===== src/sbst_pkg.sv =====
// Constants for the memory boundary-scan test port.
// Assumes one fast system clock that oversamples the test clock pins.
// Notes on behaviour
// - Code 000 selects boundary chain, captures I/O ring, outputs follow latched last cell.
// - Code 001 captures identification value and shifts it; memory unaffected.
// - Code 010 captures ring, selects boundary chain, memory drivers high impedance.
// - Code 100 captures ring into chain and shifts it; memory unaffected.
// - Code 111 selects one-bit bypass register; memory unaffected.
// - 119-ball variant chain is 85 cells; cell 85 internal.
// - 165-ball variant chain is 89 cells; last cell internal.
// - Identification bits 31:29 hold fixed version field.
// - Identification bits 28:12 hold fixed part code.
// - Identification bits 11:1 hold fixed maker code.
// - Identification bit 0 always reads one.
// - Cells for unconnected balls preset low.
// - Internal last tri-state cell preset high.
// - Instruction register is three bits wide.
// - Identification instruction current at power-up and test-logic-reset.
// - Under external test, latched last cell high enables outputs, low floats them.
// - Chain top bit sits next to serial in, bottom next to serial out.
package sbst_pkg;

	localparam int          IR_W       = 3;
	localparam logic [2:0]  IR_EXTEST  = 3'h0;
	localparam logic [2:0]  IR_IDCODE  = 3'h1;
	localparam logic [2:0]  IR_SAMPLEZ = 3'h2;
	localparam logic [2:0]  IR_SAMPLE  = 3'h4;
	localparam logic [2:0]  IR_BYPASS  = 3'h7;
	localparam logic [2:0]  IR_CAPTURE = 3'h1;  // Fixed pattern loaded in capture-IR

	localparam int          CHAIN_119  = 85;
	localparam int          CHAIN_165  = 89;

	// Identification fields; values arbitrary, not tied to any maker
	localparam logic [2:0]  ID_VERSION_DEF = 3'h5;
	localparam logic [16:0] ID_PART_DEF    = 17'h0A5A5;
	localparam logic [10:0] ID_MAKER_DEF   = 11'h2A5;
	localparam logic        ID_PRESENT     = 1'b1;

	typedef enum logic [3:0] {
		ST_RESET, ST_IDLE,
		ST_SEL_DR, ST_CAP_DR, ST_SH_DR, ST_EX1_DR, ST_PA_DR, ST_EX2_DR, ST_UP_DR,
		ST_SEL_IR, ST_CAP_IR, ST_SH_IR, ST_EX1_IR, ST_PA_IR, ST_EX2_IR, ST_UP_IR
	} sbst_state_type;

endpackage : sbst_pkg


===== src/sbst_tap.sv =====
// Boundary-scan test port of the memory: instruction, bypass,
// identification and boundary registers with serial out driver.
// Assumes test pins are asynchronous to mclk and far slower than it.
`timescale 1ns/1ps
module sbst_tap
	import sbst_pkg::*;
#(
	parameter int          CHAIN_LEN  = CHAIN_119,
	parameter logic [2:0]  ID_VERSION = ID_VERSION_DEF,
	parameter logic [16:0] ID_PART    = ID_PART_DEF,
	parameter logic [10:0] ID_MAKER   = ID_MAKER_DEF
) (
	// Clock and reset
	input  wire logic                 mclk,
	input  wire logic                 reset,
	// Test pins
	input  wire logic                 tck,
	input  wire logic                 tms,
	input  wire logic                 tdi,
	output logic                      tdoOut,
	output logic                      tdoOe,
	// Memory side
	input  wire logic [CHAIN_LEN-1:0] ringIn,
	output logic [CHAIN_LEN-1:0]      bsrLatch_r,
	output logic                      memDrvEn_r
);

	// unconnected cells low, last cell high
	localparam logic [CHAIN_LEN-1:0] BSR_PRESET = {1'b1, {(CHAIN_LEN-1){1'b0}}};

	localparam logic [31:0] ID_VALUE = {ID_VERSION, ID_PART, ID_MAKER, ID_PRESENT};

	// Pin synchronisers; first stages feed only second stages
	logic tckS1, tckS2, tckS3, tmsS1, tmsS2, tdiS1, tdiS2;
	always_ff @(posedge mclk or posedge reset) begin
		if (reset) begin
			{tckS1, tckS2, tckS3} <= 3'h0;
			{tmsS1, tmsS2, tdiS1, tdiS2} <= 4'hF;
		end else begin
			{tckS1, tckS2, tckS3} <= {tck, tckS1, tckS2};
			{tmsS1, tmsS2, tdiS1, tdiS2} <= {tms, tmsS1, tdi, tdiS1};
		end
	end

	// Test clock edge enables
	wire tckRise = tckS2 & ~tckS3;
	wire tckFall = ~tckS2 & tckS3;

	sbst_state_type state;

	sbst_tap_fsm u_fsm (
		.mclk  (mclk),
		.reset (reset),
		.step  (tckRise),
		.tms   (tmsS2),
		.state (state)
	);

	// Registers
	logic [IR_W-1:0]      irShift_r, ir_r;
	logic                 bypass_r;
	logic [31:0]          idShift_r;
	logic [CHAIN_LEN-1:0] bsrShift_r;
	logic                 tdo_r, tdoOe_r;

	// Instruction decode
	wire isExtest  = (ir_r == IR_EXTEST);
	wire isSampleZ = (ir_r == IR_SAMPLEZ);
	wire isIdcode  = (ir_r == IR_IDCODE);
	wire selBsr    = isExtest | isSampleZ | (ir_r == IR_SAMPLE);
	// reserved codes fall back to bypass, the safest path
	wire selBypass = ~selBsr & ~isIdcode;
	wire updBsr    = isExtest | (ir_r == IR_SAMPLE);

	// State decode, qualified by the rising edge except inShft
	wire capIr  = tckRise & (state == ST_CAP_IR);
	wire shIr   = tckRise & (state == ST_SH_IR);
	wire updIr  = tckRise & (state == ST_UP_IR);
	wire inTlr  = tckRise & (state == ST_RESET);
	wire capDr  = tckRise & (state == ST_CAP_DR);
	wire shDr   = tckRise & (state == ST_SH_DR);
	wire updDr  = tckRise & (state == ST_UP_DR);
	wire inShft = (state == ST_SH_DR) | (state == ST_SH_IR);

	// Serial out source for the selected path
	wire tdoSel = (state == ST_SH_IR) ? irShift_r[0] :
	              selBsr              ? bsrShift_r[0] :
	              isIdcode            ? idShift_r[0] : bypass_r;

	// extest follows the latched cell; sample-z floats outputs
	wire memDrvEn_nxt = isExtest ? bsrLatch_r[CHAIN_LEN-1] : ~isSampleZ;

	always_ff @(posedge mclk or posedge reset) begin
		if (reset)
			irShift_r <= IR_CAPTURE;
		else if (capIr)
			irShift_r <= IR_CAPTURE;
		else if (shIr)
			irShift_r <= {tdiS2, irShift_r[IR_W-1:1]};
	end

	// identification instruction on reset and test-logic-reset
	always_ff @(posedge mclk or posedge reset) begin
		if (reset)
			ir_r <= IR_IDCODE;
		else if (inTlr)
			ir_r <= IR_IDCODE;
		else if (updIr)
			ir_r <= irShift_r;
	end

	always_ff @(posedge mclk or posedge reset) begin
		if (reset)
			bypass_r <= 1'b0;
		else if (capDr & selBypass)
			bypass_r <= 1'b0;
		else if (shDr & selBypass)
			bypass_r <= tdiS2;
	end

	always_ff @(posedge mclk or posedge reset) begin
		if (reset)
			idShift_r <= 32'h0000_0000;
		else if (capDr & isIdcode)
			idShift_r <= ID_VALUE;
		else if (shDr & isIdcode)
			idShift_r <= {tdiS2, idShift_r[31:1]};
	end

	// ring capture; tdi into the top bit
	always_ff @(posedge mclk or posedge reset) begin
		if (reset)
			bsrShift_r <= BSR_PRESET;
		else if (capDr & selBsr)
			bsrShift_r <= ringIn;
		else if (shDr & selBsr)
			bsrShift_r <= {tdiS2, bsrShift_r[CHAIN_LEN-1:1]};
	end

	// parallel latch, chain length set by variant
	always_ff @(posedge mclk or posedge reset) begin
		if (reset)
			bsrLatch_r <= BSR_PRESET;
		else if (inTlr)
			bsrLatch_r <= BSR_PRESET;
		else if (updDr & updBsr)
			bsrLatch_r <= bsrShift_r;
	end

	// Memory output driver enable
	always_ff @(posedge mclk or posedge reset) begin
		if (reset)
			memDrvEn_r <= 1'b1;
		else
			memDrvEn_r <= memDrvEn_nxt;
	end

	// serial out on falling edge, floats outside shift
	always_ff @(posedge mclk or posedge reset) begin
		if (reset) begin
			tdo_r   <= 1'b0;
			tdoOe_r <= 1'b0;
		end else if (tckFall) begin
			tdo_r   <= tdoSel;
			tdoOe_r <= inShft;
		end
	end

	assign tdoOut = tdo_r;
	assign tdoOe  = tdoOe_r;
endmodule : sbst_tap


===== src/sbst_tap_fsm.sv =====
// Test access port controller state machine.
// Advances only on the one-cycle rising-test-clock enable from the top.
`timescale 1ns/1ps
module sbst_tap_fsm
	import sbst_pkg::*;
(
	// Clock and reset
	input  wire logic           mclk,
	input  wire logic           reset,
	// Sampled pins
	input  wire logic           step,
	input  wire logic           tms,
	// State
	output sbst_state_type      state
);

	sbst_state_type stateNxt;

	always_comb begin
		stateNxt = state;
		unique case (state)
			ST_RESET:  stateNxt = tms ? ST_RESET  : ST_IDLE;
			ST_IDLE:   stateNxt = tms ? ST_SEL_DR : ST_IDLE;
			ST_SEL_DR: stateNxt = tms ? ST_SEL_IR : ST_CAP_DR;
			ST_CAP_DR: stateNxt = tms ? ST_EX1_DR : ST_SH_DR;
			ST_SH_DR:  stateNxt = tms ? ST_EX1_DR : ST_SH_DR;
			ST_EX1_DR: stateNxt = tms ? ST_UP_DR  : ST_PA_DR;
			ST_PA_DR:  stateNxt = tms ? ST_EX2_DR : ST_PA_DR;
			ST_EX2_DR: stateNxt = tms ? ST_UP_DR  : ST_SH_DR;
			ST_UP_DR:  stateNxt = tms ? ST_SEL_DR : ST_IDLE;
			ST_SEL_IR: stateNxt = tms ? ST_RESET  : ST_CAP_IR;
			ST_CAP_IR: stateNxt = tms ? ST_EX1_IR : ST_SH_IR;
			ST_SH_IR:  stateNxt = tms ? ST_EX1_IR : ST_SH_IR;
			ST_EX1_IR: stateNxt = tms ? ST_UP_IR  : ST_PA_IR;
			ST_PA_IR:  stateNxt = tms ? ST_EX2_IR : ST_PA_IR;
			ST_EX2_IR: stateNxt = tms ? ST_UP_IR  : ST_SH_IR;
			ST_UP_IR:  stateNxt = tms ? ST_SEL_DR : ST_IDLE;
		endcase
	end

	// State register, moves once per test clock rise
	always_ff @(posedge mclk or posedge reset) begin
		if (reset)
			state <= ST_RESET;
		else if (step)
			state <= stateNxt;
	end

	// Five high mode samples reach reset from anywhere
	logic [2:0] highRun;
	always_ff @(posedge mclk or posedge reset) begin
		if (reset)
			highRun <= 3'h0;
		else if (step)
			highRun <= tms ? ((highRun == 3'h5) ? highRun : highRun + 3'h1) : 3'h0;
	end
endmodule : sbst_tap_fsm

===== config.mk =====
export PLATFORM = sky130hd
export DESIGN_NAME = sbst_tap
export DESIGN_NICKNAME = d
export VERILOG_FILES = /design/src/sbst_pkg.sv /design/src/sbst_tap.sv /design/src/sbst_tap_fsm.sv
export SDC_FILE = /design/constraint.sdc
export NUM_CORES = 1
export LEC_CHECK = 0
export BUFFER_PORTS_ARGS = -buffer_cell sky130_fd_sc_hd__clkbuf_2
export CORE_MARGIN = 5
export CORE_UTILIZATION = 52
export CTS_BUF_LIST = sky130_fd_sc_hd__clkbuf_4 sky130_fd_sc_hd__clkbuf_8
export DETAILED_ROUTE_END_ITERATION = 16
export PLACE_DENSITY = 0.88
export SKIP_LAST_GASP = 1
export SYNTH_ARGS = -nofsm -noshare
export SYNTH_HDL_FRONTEND = slang
export SYNTH_SLANG_ARGS = --single-unit

===== constraint.sdc =====
create_clock -name mclk -period 5.8 [get_ports mclk]
set_clock_uncertainty 0.05 [all_clocks]
set_input_delay 0 -clock mclk [delete_from_list [all_inputs] [get_ports mclk]]
set_output_delay 0 -clock mclk [all_outputs]
set_load 0.02 [all_outputs]

==> flow_summary.yaml, run 1 <==
power_and_ir_drop:
  p_total_mw: 4.944
  ir_worst_vdd_mv: 0.2474
  cellLeakagePower_nw: 5.716
  powerDensity_mw_per_mm2: 415.7
routing:
  drt_iter0_markers: 686
  top_layer: "met4"
  final_antenna_net_count: 0
  avgViaCountPerCell: 5.682
  drt-pass1-iter-count: 5
  routed-via-count: 7529
  wl_met1_microns: 9743
  routed_wl_microns: 25080
  dr_wl_met3_microns: 1747
  dr_wl_met2_microns: 12660
  wire_per_inst_microns: 18.93
  drc: 0
finish:
  diodes: 0
  final_nets: 1161
  syn_to_final_growth_pct: 27.07
  drive_gt1_share_pct: 24.54
  final_area_sq_mm: 0.01189
  final_util_pct: 66.66
  layout.cells.non_filler: 1325
floorplan:
  design.die.area_sq_mm: 0.02078
  dieHeight_microns: 144.2
  die_w_microns: 144.2
  ioPinCount: 178
  rows: 49
  initial_core_util_pct: 52.46
  core_area_sq_mm: 0.01784
clock_tree:
  clk_latency_ns: 0.53
  cts.sinks: 223
  cts_root_buf: "clkbuf_8"
  cts_max_path_buffers: 3
  cts_resized: 0
  tritoncts: "built"
  htree_levels: 2
  cts_buffers: 36
  clk_pin_slew_ns: 0.07
logic_synthesis:
  synth_seq_cells: 223
  yosys_warnings: 0
  yosysSeqAreaShare_pct: 59.75
  synthCells: 823
  synthTopCellsByCount: "dfrtp_1, nand2_1, a22o_1, mux2i_1, o21ai_1"
  synth.most_common_cell: "dfrtp_1"
  syn_avg_cell_area_sq_um: 11.37
  netlist_top_cells_area: "dfrtp_1, mux2i_1, a22o_1"
  syn-num-nets: 913
  synth.cell_area_sq_mm: 0.009359
  netlist-cell-type-count: 44
  yosysTopAreaCellShare_pct: 57.22
  synth-edff-count: 0
  ys.flop_type: "dfrtp_1"
  async_flop_share_pct: 100.0
  synth_area_leader_cell: "dfrtp_1"
global_route:
  grt_max_degree: 168
  gr-usage-all-layers_pct: 24.18
  grt_pass1_vias: 7574
  grt_remaining_overflow: 0
  grt_pass1_wl_microns: 40000
  antenna_found_initial: 0
worst_setup_path:
  required_ns: 6.09
  cp_max_fo: 85
  cp-end-kind: "register"
  arrival_ns: 3.40
  crit_type: "register to register"
  worstSetupStartpointType: "register"
placed_design:
  dpl_cell_area_sq_mm: 0.01024
  routabilityCongestion: 0.8539
  post-place-ws_ns: 2.843
  dpl.hpwl_microns: 13560
  io_buffers: 177
  dp_cells: 1173
timing:
  finalSetupViolCount: 0
  period_share_pct: 53.54
  maxSlewViolCount: 0
  min_period_ns: 3.105
  setup_tns_ns: 0
  worst_pin_slew_ns: 1.119
  setup_slack_ns: 2.695
  hold_violations: 0
  grt_setup_unrepaired: "no"
  max_freq_mhz: 322.0
  max_slew_margin_pct: 25.04
  hold_slack_ns: 0.05532
hold_path:
  hold_path_class: "input port to register"
run_status:
  status: "finished clean"
flow_run:
  timing.max_cap.violations: 0
cells by family after synthesis:
group / share of synthesized area (%)
AOI/OAI and AO/OA: 17.09
DFF: 59.75
muxes: 9.198
buffers and inverters: 4.746
and+or+nand+nor: 9.225
report_power, final:
group	internal (mW)	total, mW	switching, mW
clock	0.805	1.43	0.626
combinational	0.484	1.14	0.660
sequential	1.97	2.37	0.396
timing repair:
item / 4_1_cts / 5_1_grt
endpoints found under the setup margin: 0 / 0
hold endpoints to repair: 143 / 0
buffers inserted: 0 / 0
hold buffers: 89 / 0
worst paths after layout:
path	end	cells after the start	from	slack (ns)
min in group asynchronous	bsrLatch_r[6]	4	reset	0.19
max	bsrShift_r[50]	5	u_fsm.state[0]	2.69
min	tmsS1	2	tms	0.06
min reg2reg	tdiS2	0	tdiS1	0.31
max in group asynchronous	bsrLatch_r[76]	5	reset	4.19
max reg2reg	bsrShift_r[50]	5	u_fsm.state[0]	2.69
layer usage:
layer  up-vias  track usage, %
met5         -               0
met4         0           10.36
met3        71           5.225
met2       328           40.76
met1      3724           30.27
li1       3406               -
critical path: stages, from the launching register on:
cell	delay [ns]
dfrtp_1	0.78
nand4bb_1	0.79
nor2_4	0.34
buf_12	0.48
mux2i_1	0.32
o21ai_0	0.12
layout by cell type, fill, tap and decap left out, drive strengths merged, types with 2 or more instances in the layout:
| cell | count |
|---|---|
| a32o | 2 |
| or3 | 2 |
| nor4 | 3 |
| nor2b | 4 |
| o22ai | 2 |
| nand2b | 5 |
| nand3 | 3 |
| clkinvlp | 3 |
| o21ai | 126 |
| dfrtp | 214 |
| nor3b | 2 |
| nor2 | 26 |
| clkbuf | 235 |
| o2bb2ai | 2 |
| a31oi | 2 |
| buf | 10 |
| nand2 | 141 |
| dlygate4sd3 | 89 |
| nor3 | 4 |
| dfstp | 9 |
| mux2i | 86 |
| a21oi | 13 |
| nand4 | 2 |
| inv | 10 |
| a22o | 86 |
| o211ai | 3 |
flip-flops by register name (all words and copies together), names as in the netlist, 3 cells and up:
signal,cells
ir_r,3
u_fsm.state,4
idShift_r,32
bsrLatch_r,85
irShift_r,3
bsrShift_r,85
area by class of cell:
cell class | count | area (sq um)
Inverter | 9 | 37.54
Multi-Input combinational cell | 525 | 3343
Clock inverter | 5 | 65.06
Tap cell | 229 | 286.5
Fill cell | 1228 | 5948
Clock buffer | 58 | 691.9
Timing Repair Buffer | 276 | 1877
Sequential cell | 223 | 5592
Note: power is estimated with default switching activity, not from simulation.
==> run 2: changes to the inputs <==
- CORE_UTILIZATION: 52 -> 57
- PLACE_DENSITY: 0.88 -> 0.91
- clock period: 5.8 -> 2.95 ns (I/O delays scaled with it)
==> run 2 against run 1 <==
Sequential share of layout area shrank 0.79 points; die area shrank 8.2%; maximum frequency grew 30%; sequential power grew 96%; sequential cell count is the same; cell count shrank 0.23%; final area grew 1.7%; non-clock buffer count grew 6; via count grew 3.8%; global-route usage grew 3.4 points; register-to-register slack lost 2.1 ns; largest power group unchanged.
==> flow_summary.yaml, run 2 (same netlist as run 1, synthesis figures left out) <==
clock_tree:
  tritoncts: "built"
  cts.sinks: 223
  cts_root_buf: "clkbuf_8"
  cts_max_path_buffers: 3
  clk_pin_slew_ns: 0.08
  clk_latency_ns: 0.53
  htree_levels: 2
  cts_buffers: 37
  cts_setup_buffers: 0
worst_setup_path:
  arrival_ns: 2.67
  path_delay_family: "flip-flops"
  path_buf_inv: 1
  crit_type: "register to register"
  cp_max_fo: 70
  max_stage_delay_ns: 0.66
  cp-end-kind: "register"
  worstSetupStartpointType: "register"
  cp_cell_sequence: "and3b_1 -> o211ai_4 -> buf_4 -> o21ai_0"
  slowest_stage: "dfrtp_1"
  required_ns: 3.24
floorplan:
  design.die.area_sq_mm: 0.01908
  die_w_microns: 138.1
  ioPinCount: 178
  rows: 46
  initial_core_util_pct: 58.49
  dieHeight_microns: 138.1
  core_area_sq_mm: 0.01600
timing:
  maxSlewViolCount: 0
  grt_setup_unrepaired: "no"
  min_period_ns: 2.381
  finalSetupViolCount: 0
  max_slew_margin_pct: 41.64
  hold_slack_ns: 0.06699
  hold_violations: 0
  period_share_pct: 80.71
  max_freq_mhz: 420.0
  worst_pin_slew_ns: 0.8755
routing:
  drc: 0
  drt-pass1-iter-count: 7
  routed-via-count: 7813
  drt_iter0_markers: 704
  final_antenna_net_count: 0
  routed_wl_microns: 26370
  wire_per_inst_microns: 19.95
  avgViaCountPerCell: 5.910
power_and_ir_drop:
  p_int_mw: 6.700
  p_total_mw: 10.16
  switchingPower_mw: 3.459
  ir_worst_vdd_mv: 0.4797
  clockPowerShare_pct: 30.7
  cellLeakagePower_nw: 5.824
  power.share.switching_pct: 34.05
  powerDensity_mw_per_mm2: 839.8
  p_comb_share_pct: 23.5
  p_seq_share_pct: 45.8
global_route:
  grt_remaining_overflow: 0
  grt_pass1_vias: 8147
  grt_max_degree: 101
  grt_pass1_wl_microns: 43370
  antenna_found_initial: 1
  gr-usage-all-layers_pct: 27.57
placed_design:
  routabilityCongestion: 0.8432
  io_buffers: 177
  dp_cells: 1166
  dpl.hpwl_microns: 13840
finish:
  reg.largest.list: "bsrLatch_r (85), bsrShift_r (85), idShift_r (32)"
  layout_commonest_cell: "dfrtp_1"
  syn_to_final_growth_pct: 29.25
  layout.cells.non_filler: 1322
  final_cell_mix: "dfrtp_1, clkbuf_2, nand2_1"
  drive_gt1_share_pct: 25.16
  final_nets: 1168
hold_path:
  hold_path_class: "input port to async pin"
flow_run:
  timing.max_cap.violations: 0
run_status:
  status: "finished clean"
## run 2: cell type report
type	instances	area, sq um
flip-flops and latches	223	5592
fillers	941	3904
clock inverters	9	132.6
inverters	9	37.54
multi-input cells	525	3343
diodes	1	2.502
repair buffers	282	1997
well taps	216	270.3
clock buffers	57	721.9
## run 2: through the flow
step	area, sq um	utilization, %	setup slack, ns	TNS (ns)
final	12100	75.60	0.5689	0
after global routing	12100	75.60	0.4685	0
after CTS	12090	75.59	0.7567	0
after detailed placement	10350	64.68	0.7928	0
after global placement	10350	64.68	0.8892	0
after floorplan	9363	-	-0.002694	-0.5765
## run 2: what timing repair did
action / CTS / global route
gates resized for setup: 0 / 0
hold buffers: 89 / 0
hold endpoints to repair: 208 / 0
## run 2: final timing paths
kind / from / to / slack, ns / cells after the start
worst max-delay path: u_fsm.state[2] / bsrShift_r[51] / 0.57 / 4
worst min-delay path: reset / bsrLatch_r[12] / 0.07 / 3
worst max register to register: u_fsm.state[2] / bsrShift_r[51] / 0.57 / 4
worst min register to register: tckS1 / tckS2 / 0.30 / 0
max in group asynchronous: reset / bsrShift_r[22] / 1.97 / 4
min in group mclk: tdi / tdiS1 / 0.09 / 2
## run 2: metal layers
layer	wire length [microns]	vias up	track usage, %	share of wire [%]
met5	0	-	0	0
met4	1063	0	11.75	4.0
met3	1862	90	5.310	7.1
met2	13350	420	46.66	51
met1	10090	3880	34.92	38
li1	-	3423	-	-
## run 2: worst reg2reg max path: stages, from the launching register on
cell,delay (ns)
dfrtp_1,0.66
and3b_1,0.31
o211ai_4,0.23
buf_4,0.55
o21ai_0,0.41
## run 2: power by group through the flow
| stage | registers [mW] | logic, mW | clock network, mW |
|---|---|---|---|
| 2_1_floorplan | 4.57 | 1.48 | 0 |
| 5_1_grt | 4.75 | 2.66 | 3.28 |
| 3_5_place_dp | 4.61 | 2.19 | 0 |
| 4_1_cts | 4.58 | 2.33 | 3.11 |
| 6_report | 4.65 | 2.39 | 3.12 |
| 3_3_place_gp | 4.56 | 2.06 | 0 |
